$ cat src/rtl/vpc_pkg.sv
// Purpose: Shared constants for the video processing control register bank
// Assumes: 16-bit host serial words, 12-bit register addresses
// Notes: Register offsets are word addresses on the host serial port
package vpc_pkg;
    // ------------------------------------------------------------------
    // Host serial word layout
    // ------------------------------------------------------------------
    localparam int WORD_W = 16;
    localparam int ADDR_W = 12;
    localparam int CMD_RW_BIT = 15;
    localparam int CMD_AUTOINC_BIT = 12;
    localparam logic [3:0] LAST_BIT_CNT = 4'hf;
    // ------------------------------------------------------------------
    // Register offsets
    // ------------------------------------------------------------------
    localparam logic [ADDR_W-1:0] ADDR_IO_PROC_ONE = 12'h000;
    localparam logic [ADDR_W-1:0] ADDR_IO_PROC_TWO = 12'h001;
    // ------------------------------------------------------------------
    // io_processing_control_one fields
    // ------------------------------------------------------------------
    localparam int B1_TIMING_WORD_REMAP_OFF_S1 = 14;
    localparam int B1_ERR_FLAG_UPDATE_OFF = 12;
    localparam int B1_ERR_CHECK_INSERT_OFF = 11;
    localparam int B1_H_BLANK_STYLE = 10;
    localparam int B1_AUX_EXTRACT_OFF = 9;
    localparam int B1_TIMING_PIN_OVERRIDE = 7;
    localparam int B1_TIMING_FORMAT = 6;
    localparam int B1_BAD_WORD_REMAP_OFF_S1 = 4;
    localparam int B1_AUX_SUM_INSERT_OFF_S1 = 3;
    localparam int B1_LINE_CHECK_INSERT_OFF_S1 = 2;
    localparam int B1_LINE_NUMBER_INSERT_OFF_S1 = 1;
    localparam int B1_TIMING_WORD_INSERT_OFF_S1 = 0;
    // ------------------------------------------------------------------
    // io_processing_control_two fields
    // ------------------------------------------------------------------
    localparam int B2_TIMING_WORD_REMAP_OFF_S2 = 12;
    localparam int B2_PAYLOAD_ID_REGEN_OFF = 10;
    localparam int B2_STREAM_SWAP = 9;
    localparam int B2_LEVEL_CONVERT_OFF = 8;
    // ------------------------------------------------------------------
    // Writable masks and reset values
    // ------------------------------------------------------------------
    localparam logic [WORD_W-1:0] MASK_IO_PROC_ONE = 16'h5edf;
    localparam logic [WORD_W-1:0] MASK_IO_PROC_TWO = 16'h1700;
    localparam logic [WORD_W-1:0] RST_IO_PROC_ONE = 16'h0000;
    localparam logic [WORD_W-1:0] RST_IO_PROC_TWO = 16'h0100;
    localparam logic [WORD_W-1:0] WORD_ZERO = 16'h0000;
    localparam logic [3:0] BIT_CNT_ZERO = 4'h0;

    typedef enum logic [1:0] {
        VPC_HP_IDLE,
        VPC_HP_CMD,
        VPC_HP_WDATA,
        VPC_HP_RDATA
    } vpc_host_state_e;
endpackage

$ cat src/rtl/vpc_sync.sv
// Purpose: Two flip-flop synchroniser for pin inputs
// Assumes: Inputs are asynchronous to i_clk
// Notes: Only the second stage may be read by logic
`timescale 1ns/10ps
module vpc_sync #(
    parameter int W = 1,
    parameter logic [W-1:0] RST_VAL = '0
) (
    input wire logic i_clk,
    input wire logic i_nrst,
    input wire logic [W-1:0] i_d,
    output logic [W-1:0] o_q
);
    logic [W-1:0] meta_reg;

    initial begin
        if (W < 1) begin
            $error("vpc_sync: W must be at least 1");
        end
    end

    always_ff @(posedge i_clk) begin
        if (!i_nrst) begin
            meta_reg <= RST_VAL;
            o_q <= RST_VAL;
        end else begin
            meta_reg <= i_d;
            o_q <= meta_reg;
        end
    end
endmodule

$ cat src/rtl/vpc_out_mux.sv
// Purpose: Places the two data streams on the parallel output
// Assumes: Stream words arrive on i_clk, one pair per cycle
// Notes: In DDR mode one word leaves per cycle, alternating order
`timescale 1ns/10ps
module vpc_out_mux #(
    parameter int SW = 10
) (
    input wire logic i_clk,
    input wire logic i_nrst,
    input wire logic [SW-1:0] i_s1,
    input wire logic [SW-1:0] i_s2,
    input wire logic i_swap,
    input wire logic i_ddr_mode,
    output logic [2*SW-1:0] o_dout,
    output logic o_second_word
);
    logic phase_reg;

    initial begin
        if (SW < 1) begin
            $error("vpc_out_mux: SW must be at least 1");
        end
    end

    always_ff @(posedge i_clk) begin
        if (!i_nrst) begin
            phase_reg <= 1'b0;
        end else begin
            phase_reg <= i_ddr_mode ? ~phase_reg : 1'b0;
        end
    end

    always_ff @(posedge i_clk) begin
        if (!i_nrst) begin
            o_dout <= '0;
            o_second_word <= 1'b0;
        end else if (!i_ddr_mode) begin
            o_dout <= i_swap ? {i_s2, i_s1} : {i_s1, i_s2};
            o_second_word <= 1'b0;
        end else begin
            // Phase 0 carries the leading stream
            if (!phase_reg) begin
                o_dout <= {{SW{1'b0}}, (i_swap ? i_s1 : i_s2)};
            end else begin
                o_dout <= {{SW{1'b0}}, (i_swap ? i_s2 : i_s1)};
            end
            o_second_word <= phase_reg;
        end
    end
endmodule

$ cat src/rtl/vpc_ctrl_regs.sv
// Purpose: Video output processing control registers behind the host serial port
// Assumes: Host serial pins are slow against the 10 MHz core clock
// Notes: Registers hold control only; the video engines read the enables
`timescale 1ns/10ps
module vpc_ctrl_regs #(
    parameter int SW = 10
) (
    input wire logic i_clk,
    input wire logic i_nrst,
    // Host serial port pins
    input wire logic i_cs_n,
    input wire logic i_sclk,
    input wire logic i_sdin,
    output logic o_sdout,
    output logic o_sdout_oe_n,
    // Timing format select pin
    input wire logic i_timing_format_pin,
    // Video side, on i_clk
    input wire logic i_level_b,
    input wire logic i_line_blank,
    input wire logic i_trs_h_flag,
    input wire logic i_hsync_861,
    input wire logic i_ddr_mode,
    input wire logic [SW-1:0] i_stream_one,
    input wire logic [SW-1:0] i_stream_two,
    output logic o_h,
    output logic o_timing_861,
    output logic o_err_flag_update_en,
    output logic o_err_check_insert_en,
    output logic o_aux_extract_en,
    output logic o_timing_word_remap_en_s1,
    output logic o_timing_word_remap_en_s2,
    output logic o_bad_word_remap_en_s1,
    output logic o_aux_sum_insert_en_s1,
    output logic o_line_check_insert_en_s1,
    output logic o_line_number_insert_en_s1,
    output logic o_timing_word_insert_en_s1,
    output logic o_payload_id_regen_en,
    output logic o_level_convert_en,
    output logic [2*SW-1:0] o_dout,
    output logic o_second_word
);
    import vpc_pkg::*;

    initial begin
        if (SW != 10) begin
            $error("vpc_ctrl_regs: streams are 10 bits wide");
        end
    end

    // ------------------------------------------------------------------
    // Functions
    // ------------------------------------------------------------------
    function automatic logic [WORD_W-1:0] reg_mask(input logic [ADDR_W-1:0] a);
        logic [WORD_W-1:0] m;
        m = WORD_ZERO;
        if (a == ADDR_IO_PROC_ONE) begin
            m = MASK_IO_PROC_ONE;
        end else if (a == ADDR_IO_PROC_TWO) begin
            m = MASK_IO_PROC_TWO;
        end
        return m;
    endfunction

    function automatic logic [ADDR_W-1:0] next_addr(input logic [ADDR_W-1:0] a);
        return ADDR_W'(a + 1'b1);
    endfunction

    // ------------------------------------------------------------------
    // Pin synchronisers
    // ------------------------------------------------------------------
    logic [3:0] pins_sync;
    logic cs_n_s;
    logic sclk_s;
    logic sdin_s;
    logic fmt_pin_s;

    vpc_sync #(
        .W(4),
        .RST_VAL(4'h8)
    ) u_pin_sync (
        .i_clk(i_clk),
        .i_nrst(i_nrst),
        .i_d({i_cs_n, i_sclk, i_sdin, i_timing_format_pin}),
        .o_q(pins_sync)
    );

    assign cs_n_s = pins_sync[3];
    assign sclk_s = pins_sync[2];
    assign sdin_s = pins_sync[1];
    assign fmt_pin_s = pins_sync[0];

    // ------------------------------------------------------------------
    // Serial clock edges
    // ------------------------------------------------------------------
    logic sclk_d_reg;
    logic sclk_rise;
    logic sclk_fall;

    always_ff @(posedge i_clk) begin
        if (!i_nrst) begin
            sclk_d_reg <= 1'b0;
        end else begin
            sclk_d_reg <= sclk_s;
        end
    end

    assign sclk_rise = sclk_s & ~sclk_d_reg & ~cs_n_s;
    assign sclk_fall = ~sclk_s & sclk_d_reg & ~cs_n_s;

    // ------------------------------------------------------------------
    // Word assembly
    // ------------------------------------------------------------------
    logic [WORD_W-1:0] shift_in_reg;
    logic [3:0] bit_cnt_reg;
    logic [WORD_W-1:0] word_in;
    logic word_done;

    assign word_in = {shift_in_reg[WORD_W-2:0], sdin_s};
    assign word_done = sclk_rise && (bit_cnt_reg == LAST_BIT_CNT);

    always_ff @(posedge i_clk) begin
        if (!i_nrst || cs_n_s) begin
            shift_in_reg <= WORD_ZERO;
            bit_cnt_reg <= BIT_CNT_ZERO;
        end else if (sclk_rise) begin
            shift_in_reg <= word_in;
            bit_cnt_reg <= 4'(bit_cnt_reg + 1'b1);
        end
    end

    // ------------------------------------------------------------------
    // Host port sequencing
    // ------------------------------------------------------------------
    vpc_host_state_e state_reg;
    logic [ADDR_W-1:0] addr_reg;
    logic autoinc_reg;
    logic wr_strobe;

    always_ff @(posedge i_clk) begin
        if (!i_nrst) begin
            state_reg <= VPC_HP_IDLE;
            addr_reg <= '0;
            autoinc_reg <= 1'b0;
        end else if (cs_n_s) begin
            state_reg <= VPC_HP_IDLE;
        end else begin
            case (state_reg)
                VPC_HP_IDLE: begin
                    state_reg <= VPC_HP_CMD;
                end
                VPC_HP_CMD: begin
                    if (word_done) begin
                        addr_reg <= word_in[ADDR_W-1:0];
                        autoinc_reg <= word_in[CMD_AUTOINC_BIT];
                        // High selects a read, low a write
                        state_reg <= word_in[CMD_RW_BIT] ? VPC_HP_RDATA : VPC_HP_WDATA;
                    end
                end
                VPC_HP_WDATA: begin
                    if (word_done) begin
                        if (autoinc_reg) begin
                            addr_reg <= next_addr(addr_reg);
                        end else begin
                            state_reg <= VPC_HP_CMD;
                        end
                    end
                end
                VPC_HP_RDATA: begin
                    if (word_done) begin
                        if (autoinc_reg) begin
                            addr_reg <= next_addr(addr_reg);
                        end else begin
                            state_reg <= VPC_HP_CMD;
                        end
                    end
                end
                default: begin
                    state_reg <= VPC_HP_IDLE;
                end
            endcase
        end
    end

    assign wr_strobe = (state_reg == VPC_HP_WDATA) && word_done;

    // ------------------------------------------------------------------
    // Control registers
    // ------------------------------------------------------------------
    logic [WORD_W-1:0] ctrl_one_reg;
    logic [WORD_W-1:0] ctrl_two_reg;

    // Reserved bits are never stored, so they read back as zero
    always_ff @(posedge i_clk) begin
        if (!i_nrst) begin
            ctrl_one_reg <= RST_IO_PROC_ONE;
            ctrl_two_reg <= RST_IO_PROC_TWO;
        end else if (wr_strobe) begin
            if (addr_reg == ADDR_IO_PROC_ONE) begin
                ctrl_one_reg <= word_in & reg_mask(addr_reg);
            end else if (addr_reg == ADDR_IO_PROC_TWO) begin
                ctrl_two_reg <= word_in & reg_mask(addr_reg);
            end
        end
    end

    // ------------------------------------------------------------------
    // Read-back shifter
    // ------------------------------------------------------------------
    logic [WORD_W-1:0] rd_word;
    logic [WORD_W-1:0] shift_out_reg;
    logic load_pending_reg;

    always_comb begin
        rd_word = WORD_ZERO;
        if (addr_reg == ADDR_IO_PROC_ONE) begin
            rd_word = ctrl_one_reg & reg_mask(addr_reg);
        end else if (addr_reg == ADDR_IO_PROC_TWO) begin
            rd_word = ctrl_two_reg & reg_mask(addr_reg);
        end
    end

    // The word loads on the falling edge that ends the previous word,
    // so the MSB is ready before the host samples the first read bit.
    always_ff @(posedge i_clk) begin
        if (!i_nrst || cs_n_s) begin
            load_pending_reg <= 1'b0;
        end else if (word_done && (state_reg == VPC_HP_CMD)) begin
            load_pending_reg <= word_in[CMD_RW_BIT];
        end else if (word_done && (state_reg == VPC_HP_RDATA)) begin
            load_pending_reg <= autoinc_reg;
        end else if (sclk_fall) begin
            load_pending_reg <= 1'b0;
        end
    end

    always_ff @(posedge i_clk) begin
        if (!i_nrst || cs_n_s) begin
            shift_out_reg <= WORD_ZERO;
        end else if (sclk_fall) begin
            if (load_pending_reg) begin
                shift_out_reg <= rd_word;
            end else begin
                shift_out_reg <= {shift_out_reg[WORD_W-2:0], 1'b0};
            end
        end
    end

    // Writes echo the input so a daisy chain still sees the words;
    // the echo is three core cycles late, a limit of sampled pins.
    always_ff @(posedge i_clk) begin
        if (!i_nrst) begin
            o_sdout <= 1'b0;
            o_sdout_oe_n <= 1'b1;
        end else begin
            o_sdout <= (state_reg == VPC_HP_RDATA) ? shift_out_reg[WORD_W-1] : sdin_s;
            o_sdout_oe_n <= cs_n_s;
        end
    end

    // ------------------------------------------------------------------
    // Timing reference selection
    // ------------------------------------------------------------------
    logic timing_861_eff;

    assign timing_861_eff = ctrl_one_reg[B1_TIMING_PIN_OVERRIDE]
        ? ctrl_one_reg[B1_TIMING_FORMAT]
        : fmt_pin_s;

    always_ff @(posedge i_clk) begin
        if (!i_nrst) begin
            o_timing_861 <= 1'b0;
            o_h <= 1'b0;
        end else begin
            o_timing_861 <= timing_861_eff;
            if (timing_861_eff) begin
                o_h <= i_hsync_861;
            end else if (ctrl_one_reg[B1_H_BLANK_STYLE]) begin
                o_h <= i_trs_h_flag;
            end else begin
                o_h <= i_line_blank;
            end
        end
    end

    // ------------------------------------------------------------------
    // Processing enables
    // ------------------------------------------------------------------
    always_ff @(posedge i_clk) begin
        if (!i_nrst) begin
            o_err_flag_update_en <= 1'b1;
            o_err_check_insert_en <= 1'b1;
            o_aux_extract_en <= 1'b1;
            o_timing_word_remap_en_s1 <= 1'b1;
            o_timing_word_remap_en_s2 <= 1'b1;
            o_bad_word_remap_en_s1 <= 1'b1;
            o_aux_sum_insert_en_s1 <= 1'b1;
            o_line_check_insert_en_s1 <= 1'b1;
            o_line_number_insert_en_s1 <= 1'b1;
            o_timing_word_insert_en_s1 <= 1'b1;
            o_payload_id_regen_en <= 1'b0;
            o_level_convert_en <= 1'b0;
        end else begin
            o_err_flag_update_en <= ~ctrl_one_reg[B1_ERR_FLAG_UPDATE_OFF];
            o_err_check_insert_en <= ~ctrl_one_reg[B1_ERR_CHECK_INSERT_OFF];
            o_aux_extract_en <= ~ctrl_one_reg[B1_AUX_EXTRACT_OFF];
            o_timing_word_remap_en_s1 <= ~ctrl_one_reg[B1_TIMING_WORD_REMAP_OFF_S1];
            o_timing_word_remap_en_s2 <= ~ctrl_two_reg[B2_TIMING_WORD_REMAP_OFF_S2];
            o_bad_word_remap_en_s1 <= ~ctrl_one_reg[B1_BAD_WORD_REMAP_OFF_S1];
            o_aux_sum_insert_en_s1 <= ~ctrl_one_reg[B1_AUX_SUM_INSERT_OFF_S1];
            o_line_check_insert_en_s1 <= ~ctrl_one_reg[B1_LINE_CHECK_INSERT_OFF_S1];
            o_line_number_insert_en_s1 <= ~ctrl_one_reg[B1_LINE_NUMBER_INSERT_OFF_S1];
            o_timing_word_insert_en_s1 <= ~ctrl_one_reg[B1_TIMING_WORD_INSERT_OFF_S1];
            // Regeneration and conversion only apply to Level B input
            o_payload_id_regen_en <= i_level_b & ~ctrl_two_reg[B2_PAYLOAD_ID_REGEN_OFF];
            o_level_convert_en <= i_level_b & ~ctrl_two_reg[B2_LEVEL_CONVERT_OFF];
        end
    end

    // ------------------------------------------------------------------
    // Parallel output placement
    // ------------------------------------------------------------------
    vpc_out_mux #(
        .SW(SW)
    ) u_out_mux (
        .i_clk(i_clk),
        .i_nrst(i_nrst),
        .i_s1(i_stream_one),
        .i_s2(i_stream_two),
        .i_swap(ctrl_two_reg[B2_STREAM_SWAP]),
        .i_ddr_mode(i_ddr_mode),
        .o_dout(o_dout),
        .o_second_word(o_second_word)
    );
endmodule

$ cat config.mk
export PLATFORM = sky130hd
export DESIGN_NAME = vpc_ctrl_regs
export DESIGN_NICKNAME = d
export VERILOG_FILES = /design/src/rtl/vpc_pkg.sv /design/src/rtl/vpc_sync.sv /design/src/rtl/vpc_out_mux.sv /design/src/rtl/vpc_ctrl_regs.sv
export SDC_FILE = /design/constraint.sdc
export NUM_CORES = 1
export LEC_CHECK = 0
export BUFFER_PORTS_ARGS = -buffer_cell sky130_fd_sc_hd__buf_2
export CAP_MARGIN = 15
export CELL_PAD_IN_SITES_DETAIL_PLACEMENT = 1
export CELL_PAD_IN_SITES_GLOBAL_PLACEMENT = 1
export CORE_UTILIZATION = 43
export DETAILED_ROUTE_END_ITERATION = 8
export PLACE_DENSITY = 0.85
export SETUP_SLACK_MARGIN = 0.05
export SYNTH_ARGS = -nofsm -noshare
export SYNTH_HDL_FRONTEND = slang
export SYNTH_HIERARCHICAL = 1
export SYNTH_SLANG_ARGS = --single-unit
$ cat constraint.sdc
create_clock -name i_clk -period 2.5 [get_ports i_clk]
set_clock_uncertainty 0.2 [all_clocks]
set_input_delay 0.375 -clock i_clk [delete_from_list [all_inputs] [get_ports i_clk]]
set_output_delay 0.375 -clock i_clk [all_outputs]
set_load 0.01 [all_outputs]
==> Yosys cells after proc, flatten, opt, wreduce, memory -nomap -nowiden <==
Cells that the tools add are included.
{ "classes": {"n_mux": 31, "n_reduce_logical": 18, "eq_ne": 9, "n_addsub": 2, "bitwise_logic": 28} }
{ "op_table": {"columns": ["operator", "count"], "rows": [
  ["16-bit two-way mux", 10],
  ["16-bit bitwise AND", 4],
  ["20-bit two-way mux", 2],
  ["12-bit two-way mux", 3],
  ["10-bit two-way mux", 3],
  ["12-bit one-hot mux with 2 select lines", 1],
  ["1-bit inverter", 18],
  ["12-bit by 1-bit adder with 12-bit output (second input constant)", 1],
  ["12-bit by 1-bit == test with 1-bit output (second input constant)", 1],
  ["12-bit logical NOT", 1],
  ["3-bit AND reduction", 3],
  ["1-bit two-way mux", 8],
  ["1-bit bitwise AND", 6],
  ["2-bit two-way mux", 3],
  ["2-bit one-hot mux with 3 select lines", 1],
  ["5-bit AND reduction", 1],
  ["4-bit by 1-bit adder with 4-bit output (second input constant)", 1],
  ["2-bit == test (second input constant)", 2],
  ["4-bit == test (second input constant)", 1],
  ["1-bit logical AND", 4],
  ["2-bit by 1-bit != test with 1-bit output (second input constant)", 2],
  ["2-bit != test (second input constant)", 2],
  ["2-bit AND reduction", 2],
  ["2-bit OR reduction", 2],
  ["6 further kinds", 6]
]} }
{ "word_totals": {"regBits": 130, "in_bits": 31, "output_inout_bits": 37} }

==> Longest topological paths before layout <==
{ "logic_depth": {"depth_word": 8, "depth_mapped": 7, "mapped_depth_nobuf": 6} }

==> Cells and area by module <==
The synthesis kept the hierarchy.
{ "by_module_without_submodules": {"columns": ["module", "cells_each", "n_inst", "area_each_um2"], "rows": [
  ["vpc_ctrl_regs", 390, 1, 3512.1],
  ["vpc_out_mux", 82, 1, 823.3],
  ["vpc_sync", 16, 1, 210.2]
]} }

==> Least setup slack after synthesis <==
OpenSTA, ideal clock, no wires.
{ "synth_path": {"path_kind": "register -> register", "start": "register bit_cnt_reg[0]", "end": "register ctrl_one_reg[10]", "setup_ns": 0.072, "stages_incl_launch_ff": 8, "slack_ns": 0.550, "t_arrival_ns": 1.679, "t_required_ns": 2.228, "n_path_buf": 2, "path_cell_list": "dfxtp_1 -> ha_1 -> nand4bb_1 -> buf_2 -> or2_4 -> nor4b_4 -> buf_6 -> mux2i_1"} }
{ "synth_via": {"elab_chain_cells": 4} }
{ "synth_rtl": {"columns": ["item", "line_no", "text"], "rows": [
  ["start: declaration", "vpc_ctrl_regs.sv:115", "logic [3:0] bit_cnt_reg;"],
  ["start signal: assignment", "vpc_ctrl_regs.sv:128", "bit_cnt_reg <= 4'(bit_cnt_reg + 1'b1);"],
  ["4-bit == test", "vpc_ctrl_regs.sv:120", "assign word_done = sclk_rise && (bit_cnt_reg == LAST_BIT_CNT);"],
  ["1-bit logical AND", "vpc_ctrl_regs.sv:120", null],
  ["1-bit logical AND", "vpc_ctrl_regs.sv:185", "assign wr_strobe = (state_reg == VPC_HP_WDATA) && word_done;"],
  ["2-bit AND reduction (no line)", null, null],
  ["end signal: assignment", "vpc_ctrl_regs.sv:200", "ctrl_one_reg <= word_in & reg_mask(addr_reg);"],
  ["end: declaration", "vpc_ctrl_regs.sv:190", "logic [WORD_W-1:0] ctrl_one_reg;"]
]} }
Every way passes these cells.
A chain may end at the register's enable or synchronous reset.

==> Final worst setup path <==
{ "layout_path": {"start": "register addr_reg[7]", "end": "register ctrl_two_reg[8]"} }
{ "layout_via": {"elab_chain_cells": 3, "elab_cells_between_ends": 4, "classes_between": "eq/ne: 1; bitwise: 1; reduce/logical: 2"} }
{ "layout_rtl": {"columns": ["item", "line_no", "text"], "rows": [
  ["start: declaration", "vpc_ctrl_regs.sv:136", "logic [ADDR_W-1:0] addr_reg;"],
  ["start signal: assignment", "vpc_ctrl_regs.sv:154", "addr_reg <= word_in[ADDR_W-1:0];"],
  ["start signal: assignment", "vpc_ctrl_regs.sv:163", "addr_reg <= next_addr(addr_reg);"],
  ["start signal: assignment", "vpc_ctrl_regs.sv:172", "addr_reg <= next_addr(addr_reg);"],
  ["12-bit logical NOT", "vpc_ctrl_regs.sv:57, vpc_ctrl_regs.sv:199", null],
  ["1-bit inverter (no line)", null, null],
  ["3-bit AND reduction (no line) (*)", null, null],
  ["end signal: assignment", "vpc_ctrl_regs.sv:202", "ctrl_two_reg <= word_in & reg_mask(addr_reg);"],
  ["end: declaration", "vpc_ctrl_regs.sv:191", "logic [WORD_W-1:0] ctrl_two_reg;"]
]} }
Every way passes the cells marked *; elsewhere a longest branch is shown, timed or not.

==> run summary <==
Design Power: 4.463 mW
Antenna violations before repair: 0
Critical path peak fanout: 7
Area of the multi-input gates: 2106 sq um
Clock transition at path regs: 0.07 ns
Vias per cell: 5.924
Top cell type's share of synthesized area: 50.21%
RSZ-0062 raised after global routing: false
Post-Syn Nets: 523
Remaining DRCs: 0
Cell with the most instances after synthesis: dfxtp_1
Vias in the first global route: 4950
Crit path cell chain: nor4_1 -> and4_2 -> nor4b_4 -> mux2i_1
Slew headroom: 59.27%
Final setup viols: 0
Final GP Congestion: 0.9014
Endpoints failing hold: 0
Number of synthesized flops with an enable pin: 0
GRT overflow: 0
Synth Register Bits: 114
Min-delay worst type: input pin to register
Synthesized area per cell: 9.315 sq um
Synthesized area: 4546 sq um
Root Driver: clkbuf_8
Chip Height: 104.8 microns
Slew Viols, Final: 0
Setup crit end kind: register
Inserted Diodes: 0
CTS buffer count: 17
Post-synthesis sequential area ratio: 50.21%
Critical Path Slowest Stage Cell: nor4_1
Share of layout cells above drive strength 1: 22.15%
Run status: complete, no violations
Routed wire length: 18010 microns
Register area: 2282 sq um
Max IR drop VDD: 0.4373 mV
Starting density of the core: 44.23%
Yosys top cell by area: dfxtp_1
Post-route ant nets: 0
Nets: 636
Fillers: 1147
Max stage delay on crit path: 0.52 ns
CTS sink cnt: 114
Number of cell rows: 37
Drt initial violations: 296
Core Area: 10280 sq um
TritonRoute pass-1 iters: 5
Gr usage total: 33.86%
Post-layout min period: 2.427 ns
Crit Path Class: register to register
Synth Warn #: 6
Flop2flop setup slack: 0.07 ns
CP bufs+invs: 0
Top Family by Delay on Critical Path: simple AND/OR/NAND/NOR gates
CTS tree: yes
Die width: 104.8 microns
FFs w/ async S/R, synth: 0%
Via count: 4443
TNS Setup: 0 ns
Max_cap viols: 0
Crit start category: register
Max reg flops: 20
Pwr/cell area: 741.0 nW/um^2
Area Overhead vs Synth: 32.51%
Post-synth cell types: 51
Post-DP HPWL: 8866 microns
H-tree levels: 4
Max clock buf depth: 2
# IOs: 68
Port bufs: 67
Worst skew pair latency: 0.53 ns
Die ar.: 10990 sq um
Post-synthesis instance total: 488
Routed len/inst: 24.02 microns
Critical path arrival: 2.64 ns
Leading post-synthesis cells by cell area: dfxtp_1 (50%), mux2i_1 (8.8%), nand2_1 (6.8%)
Top cells by count, synth: dfxtp_1 (114), nand2_1 (82), mux2i_1 (40)
FMAX: 0.4121 GHz
Final Cycle Share: 97.07%
Final hold slack: 0.1262 ns
Global-route wire length before repair: 27870 microns
Worst Tran Pin Value: 0.6102 ns
Static Leak: 2.347 nW
Req. time, crit path: 2.72 ns
Commonest register cell after synthesis: dfxtp_1
Largest net degree at the start of global routing: 64
[cell families after synthesis]
kind of cell	after synthesis	share of synthesized area, %
compound gates	102	15.11
xor+xnor	4	1.184
fa+ha+maj	4	1.101
buf+inv	38	3.578
flops	114	50.21
mux	40	8.808
simple gates	186	20.01
[power by group]
group          internal [mW]  leakage [nW]  switching (mW)
registers               1.85         0.926          0.0149
logic                  0.104          1.16           0.122
clock network           1.44         0.258           0.935
total                   3.39          2.35            1.07
[metrics by stage]
stage	utilization [%]	area, sq um	setup slack (ns)	std cells
2_1_floorplan	-	4546	0.5496	488
3_3_place_gp	49.34	5071	0.5162	680
3_5_place_dp	49.34	5071	0.3718	680
4_1_cts	58.57	6020	0.2159	750
5_1_grt	58.61	6023	0.06590	750
6_report	58.61	6023	0.07335	750
[path summary, 6_finish.rpt]
kind	from	endpoint	cells after the start
setup / recovery	addr_reg[7]	ctrl_two_reg[8]	4
hold / removal	i_nrst	u_pin_sync/o_q[3]	3
hold reg to reg	ctrl_one_reg[4]	o_bad_word_remap_en_s1	1
setup reg to reg	addr_reg[7]	ctrl_two_reg[8]	4
[routing by layer]
metal | up-vias | wire length, microns | global-route usage (%)
li1 | 1946 | - | -
met1 | 2182 | 6782 | 36.29
met2 | 233 | 8989 | 59.18
met3 | 82 | 1119 | 7.673
met4 | 0 | 1122 | 23.14
met5 | - | 0 | 0
[timing repair]
item | in CTS | in global routing
setup endpoints to repair | 0 | 1
hold endpoints to repair | 29 | 0
buffers inserted | 0 | 0
resized for setup | 0 | 1
hold buffers | 38 | 0
[cell type report]
type / instances / share of cell area [%]
Inverter: 10 / 0.6855
Timing Repair Buffer: 122 / 14.21
Tap cell: 136 / 2.825
Sequential cell: 114 / 37.89
Clock buffer: 19 / 7.167
Multi-Input combinational cell: 336 / 34.96
Clock inverter: 13 / 2.264
[cell usage in the layout (no fill, tap or decap), types with 7 or more instances in the layout]
master         instances
a31oi_1               14
nor2_1                38
clkinvlp_4             8
nand2_1               82
clkbuf_16             16
buf_2                 67
and2_1                10
o21ai_0               18
inv_1                  8
buf_4                 16
o221a_2                9
nor2b_1               12
dfxtp_1              114
nand2b_1              10
dlygate4sd3_1         38
a21oi_1               28
nand3_1                7
mux2i_1               40
[worst register-to-register path: cells and delay by family, from the launching register on]
| kind | cells | cell delay [ns] |
|---|---|---|
| flip-flops | 1 | 0.37 |
| multiplexers | 1 | 0.39 |
| AND/OR/NAND/NOR | 3 | 1.36 |
Note: power is estimated with default switching activity, not from simulation.
